===== src/logic/occr_pkg.sv =====
// constants for the oscillator control register set
package occr_pkg;
	// register byte offsets on the bus
	localparam logic [7:0] OCCR_OFF_CONTROL = 8'h00;
	localparam logic [7:0] OCCR_OFF_DIVISOR = 8'h04;
	localparam logic [7:0] OCCR_OFF_FEEDBACK = 8'h08;
	localparam logic [7:0] OCCR_OFF_TUNING = 8'h0C;
	// control register field positions
	localparam int OCCR_CUR_SRC_LSB = 12;
	localparam int OCCR_NEW_SRC_LSB = 8;
	localparam int OCCR_FREEZE_BIT = 7;
	localparam int OCCR_PIN_FREEZE_BIT = 6;
	localparam int OCCR_LOCK_BIT = 5;
	localparam int OCCR_FAIL_BIT = 3;
	localparam int OCCR_SEC_EN_BIT = 1;
	localparam int OCCR_SWITCH_BIT = 0;
	// divisor register field positions
	localparam int OCCR_ROI_BIT = 15;
	localparam int OCCR_REDUCTION_LSB = 12;
	localparam int OCCR_RED_EN_BIT = 11;
	localparam int OCCR_FRC_POST_LSB = 8;
	localparam int OCCR_PLL_POST_LSB = 6;
	localparam int OCCR_PLL_PRE_LSB = 0;
	// feedback and tuning fields
	localparam int OCCR_MULT_LSB = 0;
	localparam int OCCR_TUNE_LSB = 0;
	// reset values
	localparam logic [2:0] OCCR_SRC_RST = 3'h7;
	localparam logic [2:0] OCCR_REDUCTION_RST = 3'h3;
	localparam logic [2:0] OCCR_FRC_POST_RST = 3'h0;
	localparam logic [1:0] OCCR_PLL_POST_RST = 2'h1;
	localparam logic [4:0] OCCR_PLL_PRE_RST = 5'h00;
	localparam logic [8:0] OCCR_MULT_RST = 9'h030;
	localparam logic [5:0] OCCR_TUNE_RST = 6'h00;
	// switching mode setting codes
	localparam logic [1:0] OCCR_MODE_ALL_ON = 2'h0;
	localparam logic [1:0] OCCR_MODE_NO_MONITOR = 2'h1;
endpackage : occr_pkg


===== src/logic/occr_regs.sv =====
// oscillator control and status registers behind a classic wishbone slave
// Functional notes
// - current source readable, bits 14:12, read-only
// - software writes new source code, bits 10:8
// - switch request bit 0; reads 0 when done
// - freeze bit 7 settable at mode 01, blocks switching
// - pll lock status readable on bit 5
// - clock fail flag set by monitor, software clears
// - pin select freeze refuses pin select writes
// - secondary oscillator enable bit 1, resets 0
// - registers reset only by power-on reset
// - recover on interrupt clears reduction enable
// - reduction field divides by 2^code, reset 011
// - reduction enable off forces ratio 1:1
// - fast rc postscaler field, reset 000
// - pll postscaler field, reset 01
// - pll prescaler field, value plus two
// - pll multiplier field, reset gives 50
// - six-bit signed fast rc tuning field
// - unimplemented bits read zero, writes ignored
// - source fields initialised from configuration bits
// - mode 1x disables switching and monitor
//
// The Wishbone register port and the register offsets were decided locally.
`timescale 1ns/1ps
module occr_regs
	import occr_pkg::*;
#(
	parameter int ADR_W = 8
)
(
	input wire logic ref_clk_in,
	input wire logic reset_n_in,
	input wire logic wb_cyc_in,
	input wire logic wb_stb_in,
	input wire logic wb_we_in,
	input wire logic [ADR_W-1:0] wb_adr_in,
	input wire logic [3:0] wb_sel_in,
	input wire logic [31:0] wb_dat_in,
	output logic [31:0] wb_dat_out,
	output logic wb_ack_out,
	input wire logic [2:0] source_selection_config_in,
	input wire logic [1:0] switching_mode_setting_in,
	input wire logic switch_done_in,
	input wire logic pll_locked_in,
	input wire logic clock_fail_detect_in,
	input wire logic interrupt_in,
	input wire logic pin_select_write_in,
	output logic pin_select_write_out,
	output logic [2:0] current_source_out,
	output logic [2:0] new_source_out,
	output logic switch_request_out,
	output logic switching_enable_out,
	output logic fail_safe_monitor_enable_out,
	output logic secondary_osc_enable_out,
	output logic [2:0] reduction_ratio_out,
	output logic [2:0] fast_rc_postscaler_out,
	output logic [1:0] pll_postscaler_out,
	output logic [4:0] pll_prescaler_out,
	output logic [8:0] pll_multiplier_out,
	output logic [5:0] tuning_value_out
);
	logic ack_r;
	logic [31:0] rdata_r;
	logic init_done_r;
	logic [2:0] current_source_r;
	logic [2:0] new_source_r;
	logic source_freeze_r;
	logic pin_select_freeze_r;
	logic pll_lock_r;
	logic clock_fail_flag_r;
	logic secondary_osc_enable_r;
	logic switch_request_r;
	logic recover_on_interrupt_r;
	logic [2:0] reduction_r;
	logic reduction_enable_r;
	logic [2:0] fast_rc_postscaler_r;
	logic [1:0] pll_postscaler_r;
	logic [4:0] pll_prescaler_r;
	logic [8:0] pll_multiplier_r;
	logic [5:0] tuning_value_r;
	logic [2:0] reduction_ratio_r;
	logic pin_select_write_r;
	logic switch_en_r;
	logic monitor_en_r;
	logic access;
	logic wr;
	logic wr_lo;
	logic wr_hi;
	logic hit_ctl;
	logic hit_div;
	logic hit_fbd;
	logic hit_tun;
	logic switch_allowed;
	logic [15:0] ctl_view;
	logic [15:0] div_view;
	logic [31:0] rdata_nxt;

	assign access = wb_cyc_in & wb_stb_in & ~ack_r;
	assign wr = access & wb_we_in;
	assign wr_lo = wr & wb_sel_in[0];
	assign wr_hi = wr & wb_sel_in[1];
	assign hit_ctl = (wb_adr_in == ADR_W'(OCCR_OFF_CONTROL));
	assign hit_div = (wb_adr_in == ADR_W'(OCCR_OFF_DIVISOR));
	assign hit_fbd = (wb_adr_in == ADR_W'(OCCR_OFF_FEEDBACK));
	assign hit_tun = (wb_adr_in == ADR_W'(OCCR_OFF_TUNING));
	// mode 1x or a frozen source stops any new switch
	assign switch_allowed = ~switching_mode_setting_in[1] & ~source_freeze_r;

	always_comb
	begin
		ctl_view = 16'h0000;
		ctl_view[OCCR_CUR_SRC_LSB +: 3] = current_source_r;
		ctl_view[OCCR_NEW_SRC_LSB +: 3] = new_source_r;
		ctl_view[OCCR_FREEZE_BIT] = source_freeze_r;
		ctl_view[OCCR_PIN_FREEZE_BIT] = pin_select_freeze_r;
		ctl_view[OCCR_LOCK_BIT] = pll_lock_r;
		ctl_view[OCCR_FAIL_BIT] = clock_fail_flag_r;
		ctl_view[OCCR_SEC_EN_BIT] = secondary_osc_enable_r;
		ctl_view[OCCR_SWITCH_BIT] = switch_request_r;
		div_view = 16'h0000;
		div_view[OCCR_ROI_BIT] = recover_on_interrupt_r;
		div_view[OCCR_REDUCTION_LSB +: 3] = reduction_r;
		div_view[OCCR_RED_EN_BIT] = reduction_enable_r;
		div_view[OCCR_FRC_POST_LSB +: 3] = fast_rc_postscaler_r;
		div_view[OCCR_PLL_POST_LSB +: 2] = pll_postscaler_r;
		div_view[OCCR_PLL_PRE_LSB +: 5] = pll_prescaler_r;
		rdata_nxt = 32'h0000_0000;
		if (hit_ctl)
			rdata_nxt = {16'h0000, ctl_view};
		else if (hit_div)
			rdata_nxt = {16'h0000, div_view};
		else if (hit_fbd)
			rdata_nxt = {23'h0, pll_multiplier_r};
		else if (hit_tun)
			rdata_nxt = {26'h0, tuning_value_r};
		else
			rdata_nxt = 32'h0000_0000;
	end

	// bus handshake: one wait state, ack for one cycle, unmapped reads zero
	always_ff @(posedge ref_clk_in or negedge reset_n_in)
	begin
		if (!reset_n_in)
		begin
			ack_r <= 1'b0;
			rdata_r <= 32'h0000_0000;
		end
		else
		begin
			ack_r <= access;
			if (access && !wb_we_in)
				rdata_r <= rdata_nxt;
		end
	end

	// source fields; the only reset is power-on, other resets never reach here
	always_ff @(posedge ref_clk_in or negedge reset_n_in)
	begin
		if (!reset_n_in)
		begin
			init_done_r <= 1'b0;
			current_source_r <= OCCR_SRC_RST;
			new_source_r <= OCCR_SRC_RST;
			switch_request_r <= 1'b0;
		end
		else if (!init_done_r)
		begin
			init_done_r <= 1'b1;
			current_source_r <= source_selection_config_in;
			new_source_r <= source_selection_config_in;
		end
		else
		begin
			if (wr_hi && hit_ctl)
				new_source_r <= wb_dat_in[OCCR_NEW_SRC_LSB +: 3];
			if (switch_request_r && switch_done_in)
			begin
				current_source_r <= new_source_r;
				switch_request_r <= 1'b0;
			end
			else if (wr_lo && hit_ctl && wb_dat_in[OCCR_SWITCH_BIT] && switch_allowed)
				switch_request_r <= 1'b1;
		end
	end

	// control flags
	always_ff @(posedge ref_clk_in or negedge reset_n_in)
	begin
		if (!reset_n_in)
		begin
			source_freeze_r <= 1'b0;
			pin_select_freeze_r <= 1'b0;
			secondary_osc_enable_r <= 1'b0;
			clock_fail_flag_r <= 1'b0;
			pll_lock_r <= 1'b0;
		end
		else
		begin
			pll_lock_r <= pll_locked_in;
			if (wr_lo && hit_ctl)
			begin
				if (wb_dat_in[OCCR_FREEZE_BIT]
					&& switching_mode_setting_in == OCCR_MODE_NO_MONITOR)
					source_freeze_r <= 1'b1;
				pin_select_freeze_r <= wb_dat_in[OCCR_PIN_FREEZE_BIT];
				secondary_osc_enable_r <= wb_dat_in[OCCR_SEC_EN_BIT];
			end
			// a failure in the clearing cycle still sets the flag
			if (clock_fail_detect_in && switching_mode_setting_in == OCCR_MODE_ALL_ON)
				clock_fail_flag_r <= 1'b1;
			else if (wr_lo && hit_ctl && !wb_dat_in[OCCR_FAIL_BIT])
				clock_fail_flag_r <= 1'b0;
		end
	end

	// divisor register
	always_ff @(posedge ref_clk_in or negedge reset_n_in)
	begin
		if (!reset_n_in)
		begin
			recover_on_interrupt_r <= 1'b0;
			reduction_r <= OCCR_REDUCTION_RST;
			reduction_enable_r <= 1'b0;
			fast_rc_postscaler_r <= OCCR_FRC_POST_RST;
			pll_postscaler_r <= OCCR_PLL_POST_RST;
			pll_prescaler_r <= OCCR_PLL_PRE_RST;
		end
		else
		begin
			if (wr_hi && hit_div)
			begin
				recover_on_interrupt_r <= wb_dat_in[OCCR_ROI_BIT];
				reduction_r <= wb_dat_in[OCCR_REDUCTION_LSB +: 3];
				fast_rc_postscaler_r <= wb_dat_in[OCCR_FRC_POST_LSB +: 3];
			end
			// with recover on interrupt set, an interrupt wins over a write in the same cycle
			if (recover_on_interrupt_r && interrupt_in)
				reduction_enable_r <= 1'b0;
			else if (wr_hi && hit_div)
				reduction_enable_r <= wb_dat_in[OCCR_RED_EN_BIT];
			if (wr_lo && hit_div)
			begin
				pll_postscaler_r <= wb_dat_in[OCCR_PLL_POST_LSB +: 2];
				pll_prescaler_r <= wb_dat_in[OCCR_PLL_PRE_LSB +: 5];
			end
		end
	end

	// feedback multiplier and tuning
	always_ff @(posedge ref_clk_in or negedge reset_n_in)
	begin
		if (!reset_n_in)
		begin
			pll_multiplier_r <= OCCR_MULT_RST;
			tuning_value_r <= OCCR_TUNE_RST;
		end
		else
		begin
			if (wr_lo && hit_fbd)
				pll_multiplier_r[7:0] <= wb_dat_in[OCCR_MULT_LSB +: 8];
			if (wr_hi && hit_fbd)
				pll_multiplier_r[8] <= wb_dat_in[OCCR_MULT_LSB + 8];
			if (wr_lo && hit_tun)
				tuning_value_r <= wb_dat_in[OCCR_TUNE_LSB +: 6];
		end
	end

	// derived outputs for the clock tree
	always_ff @(posedge ref_clk_in or negedge reset_n_in)
	begin
		if (!reset_n_in)
		begin
			reduction_ratio_r <= 3'h0;
			pin_select_write_r <= 1'b0;
			switch_en_r <= 1'b0;
			monitor_en_r <= 1'b0;
		end
		else
		begin
			reduction_ratio_r <= reduction_enable_r ? reduction_r : 3'h0;
			pin_select_write_r <= pin_select_write_in & ~pin_select_freeze_r;
			switch_en_r <= ~switching_mode_setting_in[1];
			monitor_en_r <= (switching_mode_setting_in == OCCR_MODE_ALL_ON);
		end
	end

	assign wb_ack_out = ack_r;
	assign wb_dat_out = rdata_r;
	assign current_source_out = current_source_r;
	assign new_source_out = new_source_r;
	assign switch_request_out = switch_request_r;
	assign switching_enable_out = switch_en_r;
	assign fail_safe_monitor_enable_out = monitor_en_r;
	assign secondary_osc_enable_out = secondary_osc_enable_r;
	assign reduction_ratio_out = reduction_ratio_r;
	assign fast_rc_postscaler_out = fast_rc_postscaler_r;
	assign pll_postscaler_out = pll_postscaler_r;
	assign pll_prescaler_out = pll_prescaler_r;
	assign pll_multiplier_out = pll_multiplier_r;
	assign tuning_value_out = tuning_value_r;
	assign pin_select_write_out = pin_select_write_r;
endmodule : occr_regs


===== config.mk =====
export PLATFORM = sky130hd
export DESIGN_NAME = occr_regs
export DESIGN_NICKNAME = d
export VERILOG_FILES = /design/src/logic/occr_pkg.sv /design/src/logic/occr_regs.sv
export SDC_FILE = /design/constraint.sdc
export NUM_CORES = 1
export LEC_CHECK = 0
export BUFFER_PORTS_ARGS = -buffer_cell sky130_fd_sc_hd__buf_2
export CAP_MARGIN = 0
export CORE_MARGIN = 4
export CORE_UTILIZATION = 51
export DETAILED_ROUTE_END_ITERATION = 16
export PLACE_DENSITY = 0.93
export SLEW_MARGIN = 20
export SYNTH_ARGS = -nofsm -noshare
export SYNTH_HDL_FRONTEND = slang
export SYNTH_SLANG_ARGS = --single-unit
export TNS_END_PERCENT = 30

===== constraint.sdc =====
create_clock -name ref_clk_in -period 4.51 [get_ports ref_clk_in]
set_input_delay 1.1275 -clock ref_clk_in [delete_from_list [all_inputs] [get_ports ref_clk_in]]
set_output_delay 1.1275 -clock ref_clk_in [all_outputs]
set_load 0.03 [all_outputs]

==> metrics.txt, run 1 <==
status=complete, no violations; clock skew=0.006566 ns; Ant. Diodes=0; fin cells=422; Min Clock Period, post-route=2.528 ns; DRT antenna net count=0; Fin. Hold Viols=0; clk sinks=66; share of post-route cells with drive strength above 1=0.4800; later-pin clock latency in the skew report=0.34 ns; Die X=84.66 um; Netlist cell types=35; # setup viols final=0; Critical Path Fanout Max=8; Vias per Instance=5.227; RSZ-0062 raised after global routing=false; CTS root buffer=clkbuf_8; CTS tree=done; boundary pin count=131; vias in the first global route=2233; nets=404; first-pass GRT wire length=11440 um; clock share of power=0.391; instance area at placement=0.003468 mm^2; mux share of post-synthesis cell area=0.1833; final wirelength=7082 um; Placer Congestion=0.8708; IO Port Bufs=96; Die H=84.66 um; post-synthesis xor/xnor area fraction=0; pre-CTS WS=1.644 ns; Max Cap Viol=0; # DRC=0; Sw Ratio=0.2616; Worst EP arrival=2.75 ns; critical path class=in -> reg; post-cts sizing count=0; Cell Area, Synth=0.002997 mm^2; htree depth=3; syn_area_per_cell=12.13 um^2; Pint=942.2 uW; register bit total from synthesis=66; design area=0.003666 mm^2; Rel. slew slack=0.4155; setup ws final=1.982 ns; Core Region=0.005608 mm^2; Die Area=0.007166 mm^2; Final period util=0.5604; area of the multi-input gates=0.001206 mm^2; pin count of the biggest net entering global routing=41; total CTS buffers=9; initial core utilization=0.5344; Syn Inst Count=247; synthesized-area fraction occupied by adder cells=0; CTS clk-pin slew, worst paths=0.07 ns; endpoint class of the critical path=flop; Post-DP HPWL=5304 um; Comb power frac=0.116; Register Area=0.001665 mm^2; detailed-route via count=2206; clock tree buffer depth=2; PnR Total Power=1276 uW; drt wl/cell=16.78 um; FMAX=395.6 MHz; Detailed Routing Iterations Pass 1=4; YS warnings=0; compound-cell area share of the yosys netlist=0.05678; leak pwr=0.002011 uW; switching power=333.7 uW; Simple-Gate Fraction of Synth Area=0.1411; Cells after DPL=406; largest family of logic cells by synthesized area=multiplexers; Remaining Overflow, GRT=0; GRT Overall Usage=0.2061; Core Rows=27; Seq/Total Area, Yosys=0.5557; CP required=4.73 ns; worst vdd ir=0.0002582 V; Fill cells=466; fin. max-slew vios=0; Layout area overhead=22.34%; Worst Tran Pin Value=0.8768 ns; Cell Pwr Density=348.0 mW/mm^2; Hold Crit Class=reg -> reg; initial antenna violation count=0; register share of total power=0.493; setup_tns=0 ns; Startpoint Class=input pin; DR iter-0 viols=135; cts hold-fix bufs=0; postcts setup bufs=0
-- layer usage --
| layer | track usage | part of all wire | up-vias | wire length [um] |
|---|---|---|---|---|
| met1 | 0.2581 | 0.41 | 1068 | 2872 |
| met3 | 0.06379 | 0.079 | 12 | 560 |
| met2 | 0.3352 | 0.50 | 95 | 3519 |
| met5 | 0 | 0 | - | 0 |
| met4 | 0.07914 | 0.018 | 0 | 130 |
| li1 | - | - | 1031 | - |
-- cells by family after synthesis --
kind of cell | Yosys count
other | 2
and+or+nand+nor | 75
buffers and inverters | 29
DFF | 66
muxes | 47
AOI/OAI and AO/OA | 28
-- registers in the layout, summed over array words and instances (netlist names) --
register and flops:
recover_on_interrupt_r 1, pll_postscaler_out 2, tuning_value_out 6, secondary_osc_enable_out 1, fail_safe_monitor_enable_out 1, current_source_out 3
reduction_r 3, source_freeze_r 1, wb_dat_out 16, switching_enable_out 1, reduction_ratio_out 3, clock_fail_flag_r 1
pin_select_freeze_r 1, pin_select_write_out 1, pll_lock_r 1, new_source_out 3, fast_rc_postscaler_out 3, wb_ack_out 1
init_done_r 1, switch_request_out 1, pll_prescaler_out 5, pll_multiplier_out 9, reduction_enable_r 1
-- cell usage after synthesis --
cell type,instances,area share
dfrtp_1,55,0.46
mux2_2,33,0.12
nand2_1,24,0.030
nor2_1,21,0.026
buf_4,16,0.040
dfstp_2,11,0.096
mux2i_1,11,0.037
a21oi_1,10,0.017
o21ai_0,7,0.012
a221oi_1,5,0.015
clkbuf_1,5,0.0063
nand3_1,5,0.0083
and2_1,4,0.0083
buf_2,4,0.0067
a31oi_1,3,0.0063
and2_2,3,0.0075
inv_1,3,0.0038
mux4_2,3,0.023
nor3_1,3,0.0050
a22oi_1,2,0.0050
conb_1,2,0.0025
nand4_1,2,0.0042
nor2b_1,2,0.0042
nor3_4,2,0.011
and4_1,1,0.0029
and4b_1,1,0.0033
buf_6,1,0.0038
nand2_4,1,0.0038
nand3_4,1,0.0058
nand4_2,1,0.0042
nor4_1,1,0.0021
nor4_4,1,0.0071
nor4b_2,1,0.0050
o31ai_1,1,0.0025
or3_1,1,0.0021
-- placed cells by master, fill, tap and decap left out, types with 2 or more instances in the layout --
| master | instances |
|---|---|
| buf_2 | 96 |
| dfrtp_1 | 55 |
| mux2_2 | 33 |
| nand2_1 | 24 |
| nor2_1 | 21 |
| conb_1 | 17 |
| mux2i_1 | 11 |
| clkbuf_8 | 11 |
| dfstp_2 | 11 |
| a21oi_1 | 10 |
| o21ai_0 | 7 |
| a221oi_1 | 5 |
| nand3_1 | 5 |
| and2_1 | 4 |
| inv_1 | 3 |
| and2_2 | 3 |
| nor3_1 | 3 |
| a31oi_1 | 3 |
| mux4_2 | 3 |
| clkbuf_1 | 3 |
| nor2b_1 | 2 |
| nor3_4 | 2 |
| nand4_1 | 2 |
| a22oi_1 | 2 |
| buf_4 | 2 |
-- critical path, stage by stage --
cell     delay [ns]
buf_2          0.11
nor4_4         0.53
nand3_4        0.17
nor3_4         0.41
mux2_2         0.40
-- metrics by stage --
step | utilization | hold slack, ns
finish | 0.6537 | 0.4550
detailed placement | 0.6185 | 0.4522
CTS | 0.6537 | 0.4600
floorplan | - | 0.4183
global route | 0.6537 | 0.4863
global placement | 0.6185 | 0.4345
-- worst paths after layout --
kind | slack, ns | end | cells after the start | startpoint
worst max-delay path | 1.98 | pll_multiplier_out[2]$_DFFE_PN0P_ | 5 | wb_adr_in[5]
worst min-delay path | 0.45 | pin_select_write_out$_DFF_PN0_ | 1 | pin_select_freeze_r$_DFFE_PN0P_
worst max register to register | 2.50 | pll_multiplier_out[2]$_DFFE_PN0P_ | 4 | wb_ack_out$_DFF_PN0_
worst min register to register | 0.45 | pin_select_write_out$_DFF_PN0_ | 1 | pin_select_freeze_r$_DFFE_PN0P_
max in group asynchronous | 2.69 | reduction_r[1]$_DFFE_PN1P_ | 2 | reset_n_in
min in group asynchronous | 0.91 | pll_lock_r$_DFF_PN0_ | 1 | reset_n_in
-- final cells by class --
type / count / area share
Multi-Input combinational cell: 167 / 0.3290
Sequential cell: 66 / 0.4543
Clock inverter: 2 / 0.009556
Inverter: 3 / 0.003072
Tap cell: 72 / 0.02457
Timing Repair Buffer: 98 / 0.1352
Clock buffer: 14 / 0.04437
-- power groups by stage --
stage / combinational, uW / clock [uW] / sequential [uW]
6_report: 148 / 499 / 629
5_1_grt: 160 / 540 / 631
4_1_cts: 149 / 505 / 629
3_3_place_gp: 145 / 0 / 637
3_5_place_dp: 148 / 0 / 639
2_1_floorplan: 65.6 / 0 / 670
Power figures use the tool's default switching activity.
==> run 2, diff against run 1 <==
Settings changed: CORE_UTILIZATION 51 to 47, PLACE_DENSITY 0.93 to 0.87.
Clock period 4.51 ns to 2.5 ns, I/O delays scaled along.
==> run 2 against run 1 <==
  * Design area is 1.5% higher
  * Worst setup slack got worse by 1.6 ns
  * Utilization decreased by 4.0 points
  * Worst hold slack lost 0.19 ns
  * First-iteration DRC count shrank 36%
  * Die area rose by 7.7%
  * Sequential share of layout area fell by 0.66 points
  * Sequential power grew 80%
  * Combinational power grew 82%
  * Critical endpoint is now pin_select_freeze_r$_DFFE_PN0P_
  * Largest power group unchanged
==> metrics.txt, run 2 (synthesis gave the netlist of run 1 again) <==
initial antenna violation count=0 (unchanged); total CTS buffers=9 (unchanged); clock skew=0.009234 ns (+0.002668 ns); status=complete, no violations; critical path class=in -> reg; clk sinks=66 (unchanged); postcts setup bufs=0 (unchanged); cts hold-fix bufs=0 (unchanged); Placer Congestion=0.8357 (-4.0%); Die Area=0.007718 mm^2 (+7.7%); setup ws final=0.4305 ns (-1.552 ns); Worst Tran Pin Value=0.7016 ns (-0.1752 ns); DRT antenna net count=0 (unchanged); WP buf/inv=1 (unchanged); final wirelength=7424 um (+4.8%); Final period util=0.8278; htree depth=3 (unchanged); CP required=2.72 ns (-2.01 ns); fin. max-slew vios=0 (unchanged); CTS tree=done; GRT Overall Usage=0.2036 (-0.002517); Layout area overhead=24.13%; Startpoint Class=input pin; max FFs per register=16 (unchanged); boundary pin count=131 (unchanged); worst vdd ir=0.0004429 V (+72%); most common library cell in the layout ignoring fill and taps=buf_2; # setup viols final=0 (unchanged); Core Rows=28 (+3.7%); clock tree buffer depth=2 (unchanged); endpoint class of the critical path=flop; Remaining Overflow, GRT=0 (unchanged); Worst path max stage delay=0.67 ns (+0.14 ns); Fin. Hold Viols=0 (unchanged); pre-CTS WS=0.2970 ns (-1.347 ns); Die H=87.85 um (+3.8%); Min Clock Period, post-route=2.069 ns; Cell Pwr Density=640.6 mW/mm^2 (+84%); IO Port Bufs=96 (unchanged); Hold Crit Class=in -> async; met3 wire length=556 um (-0.71%); leak pwr=0.002047 uW (+1.8%); vias in the first global route=2320 (+3.9%); RSZ-0062 raised after global routing=false; Critical Path Fanout Max=16 (+8); Core Region=0.006061 mm^2 (+8.1%); Max Cap Viol=0 (unchanged); FMAX=483.2 MHz; Detailed Routing Iterations Pass 1=4 (unchanged); Highest Signal Layer=met4; final core occ=0.6137 (-0.03998); post-cts sizing count=0 (unchanged); Rel. slew slack=0.5280 (+0.1125); CP top delay family=simple AND/OR/NAND/NOR gates; Ant. Diodes=0 (unchanged); pin count of the biggest net entering global routing=25 (-39%); share of post-route cells with drive strength above 1=0.4944 (+0.01435); drt wl/cell=17.31 um (+3.1%); Die X=87.85 um (+3.8%); setup_tns=0 ns (unchanged); Post-DP HPWL=5614 um (+5.8%); nets=408 (+0.99%); DR iter-0 viols=86 (-36%); # DRC=0 (unchanged); initial core utilization=0.4944 (-0.03993); detailed-route via count=2246 (+1.8%); Vias per Instance=5.235 (+0.15%); CTS clk-pin slew, worst paths=0.07 ns (about the same); CTS root buffer=clkbuf_8; routed wl met2=3692 um (+4.9%); hold_ws=0.2613 ns (-0.1937 ns); later-pin clock latency in the skew report=0.34 ns (about the same); first-pass GRT wire length=11710 um (+2.4%); cells along the critical path=buf_2, nor4_1, nand4_1, mux2_2; Worst EP arrival=2.29 ns (-0.46 ns); most frequent cells in the layout=buf_2, dfrtp_1, mux2_2, nand2_1, nor2_1; CP max-delay cell=nor4_1; Metal-1 WL=2957 um (+3.0%)
## run 2: cell types whose count changed in the layout (fill, tap and decap cells not counted)
cell / delta
buf_4: +4
bufinv_16: +1
clkbuf_1: -3
clkbuf_8: -1
clkinv_2: +3
## run 2: per-stage QoR
stage,instances,cell area [um^2],total power [uW]
2_1_floorplan,262,3053,1328
3_3_place_gp,413,3502,1415
3_5_place_dp,413,3502,1424
4_1_cts,429,3720,2398
5_1_grt,429,3720,2482
6_report,429,3720,2383
## run 2: layout make-up
class	instances	area, um^2
sequential	66	1665
clock inverter	6	80.08
fill	497	2341
tap	75	93.84
timing repair buffer	102	525.5
inverter	3	11.26
clock buffer	10	137.6
multi-input combinational	167	1206
## run 2: final timing paths
| kind | from | slack, ns | cells past startpoint | endpoint |
|---|---|---|---|---|
| worst min-delay path | reset_n_in | 0.26 | 1 | pll_multiplier_out[1]$_DFFE_PN0P_ |
| max in group asynchronous | reset_n_in | 1.48 | 2 | pll_postscaler_out[0]$_DFFE_PN1P_ |
| worst max register to register | wb_ack_out$_DFF_PN0_ | 0.53 | 4 | tuning_value_out[5]$_DFFE_PN0P_ |
| worst min register to register | wb_dat_out[15]$_DFFE_PN0P_ | 0.46 | 2 | wb_dat_out[15]$_DFFE_PN0P_ |
| worst max-delay path | wb_adr_in[3] | 0.43 | 4 | pin_select_freeze_r$_DFFE_PN0P_ |
| min in group ref_clk_in | pll_locked_in | 0.39 | 1 | pll_lock_r$_DFF_PN0_ |
## run 2: power breakdown
| part | switching (uW) | internal [uW] |
|---|---|---|
| Sequential | 24.5 | 1110 |
| Clock | 399 | 581 |
| Combinational | 192 | 78.5 |
| Total | 615 | 1770 |
## run 2: metal layers
layer	global-route usage	up-vias
li1	-	1038
met1	0.2433	1091
met2	0.3418	96
met3	0.05362	21
met4	0.09763	0
met5	0	-
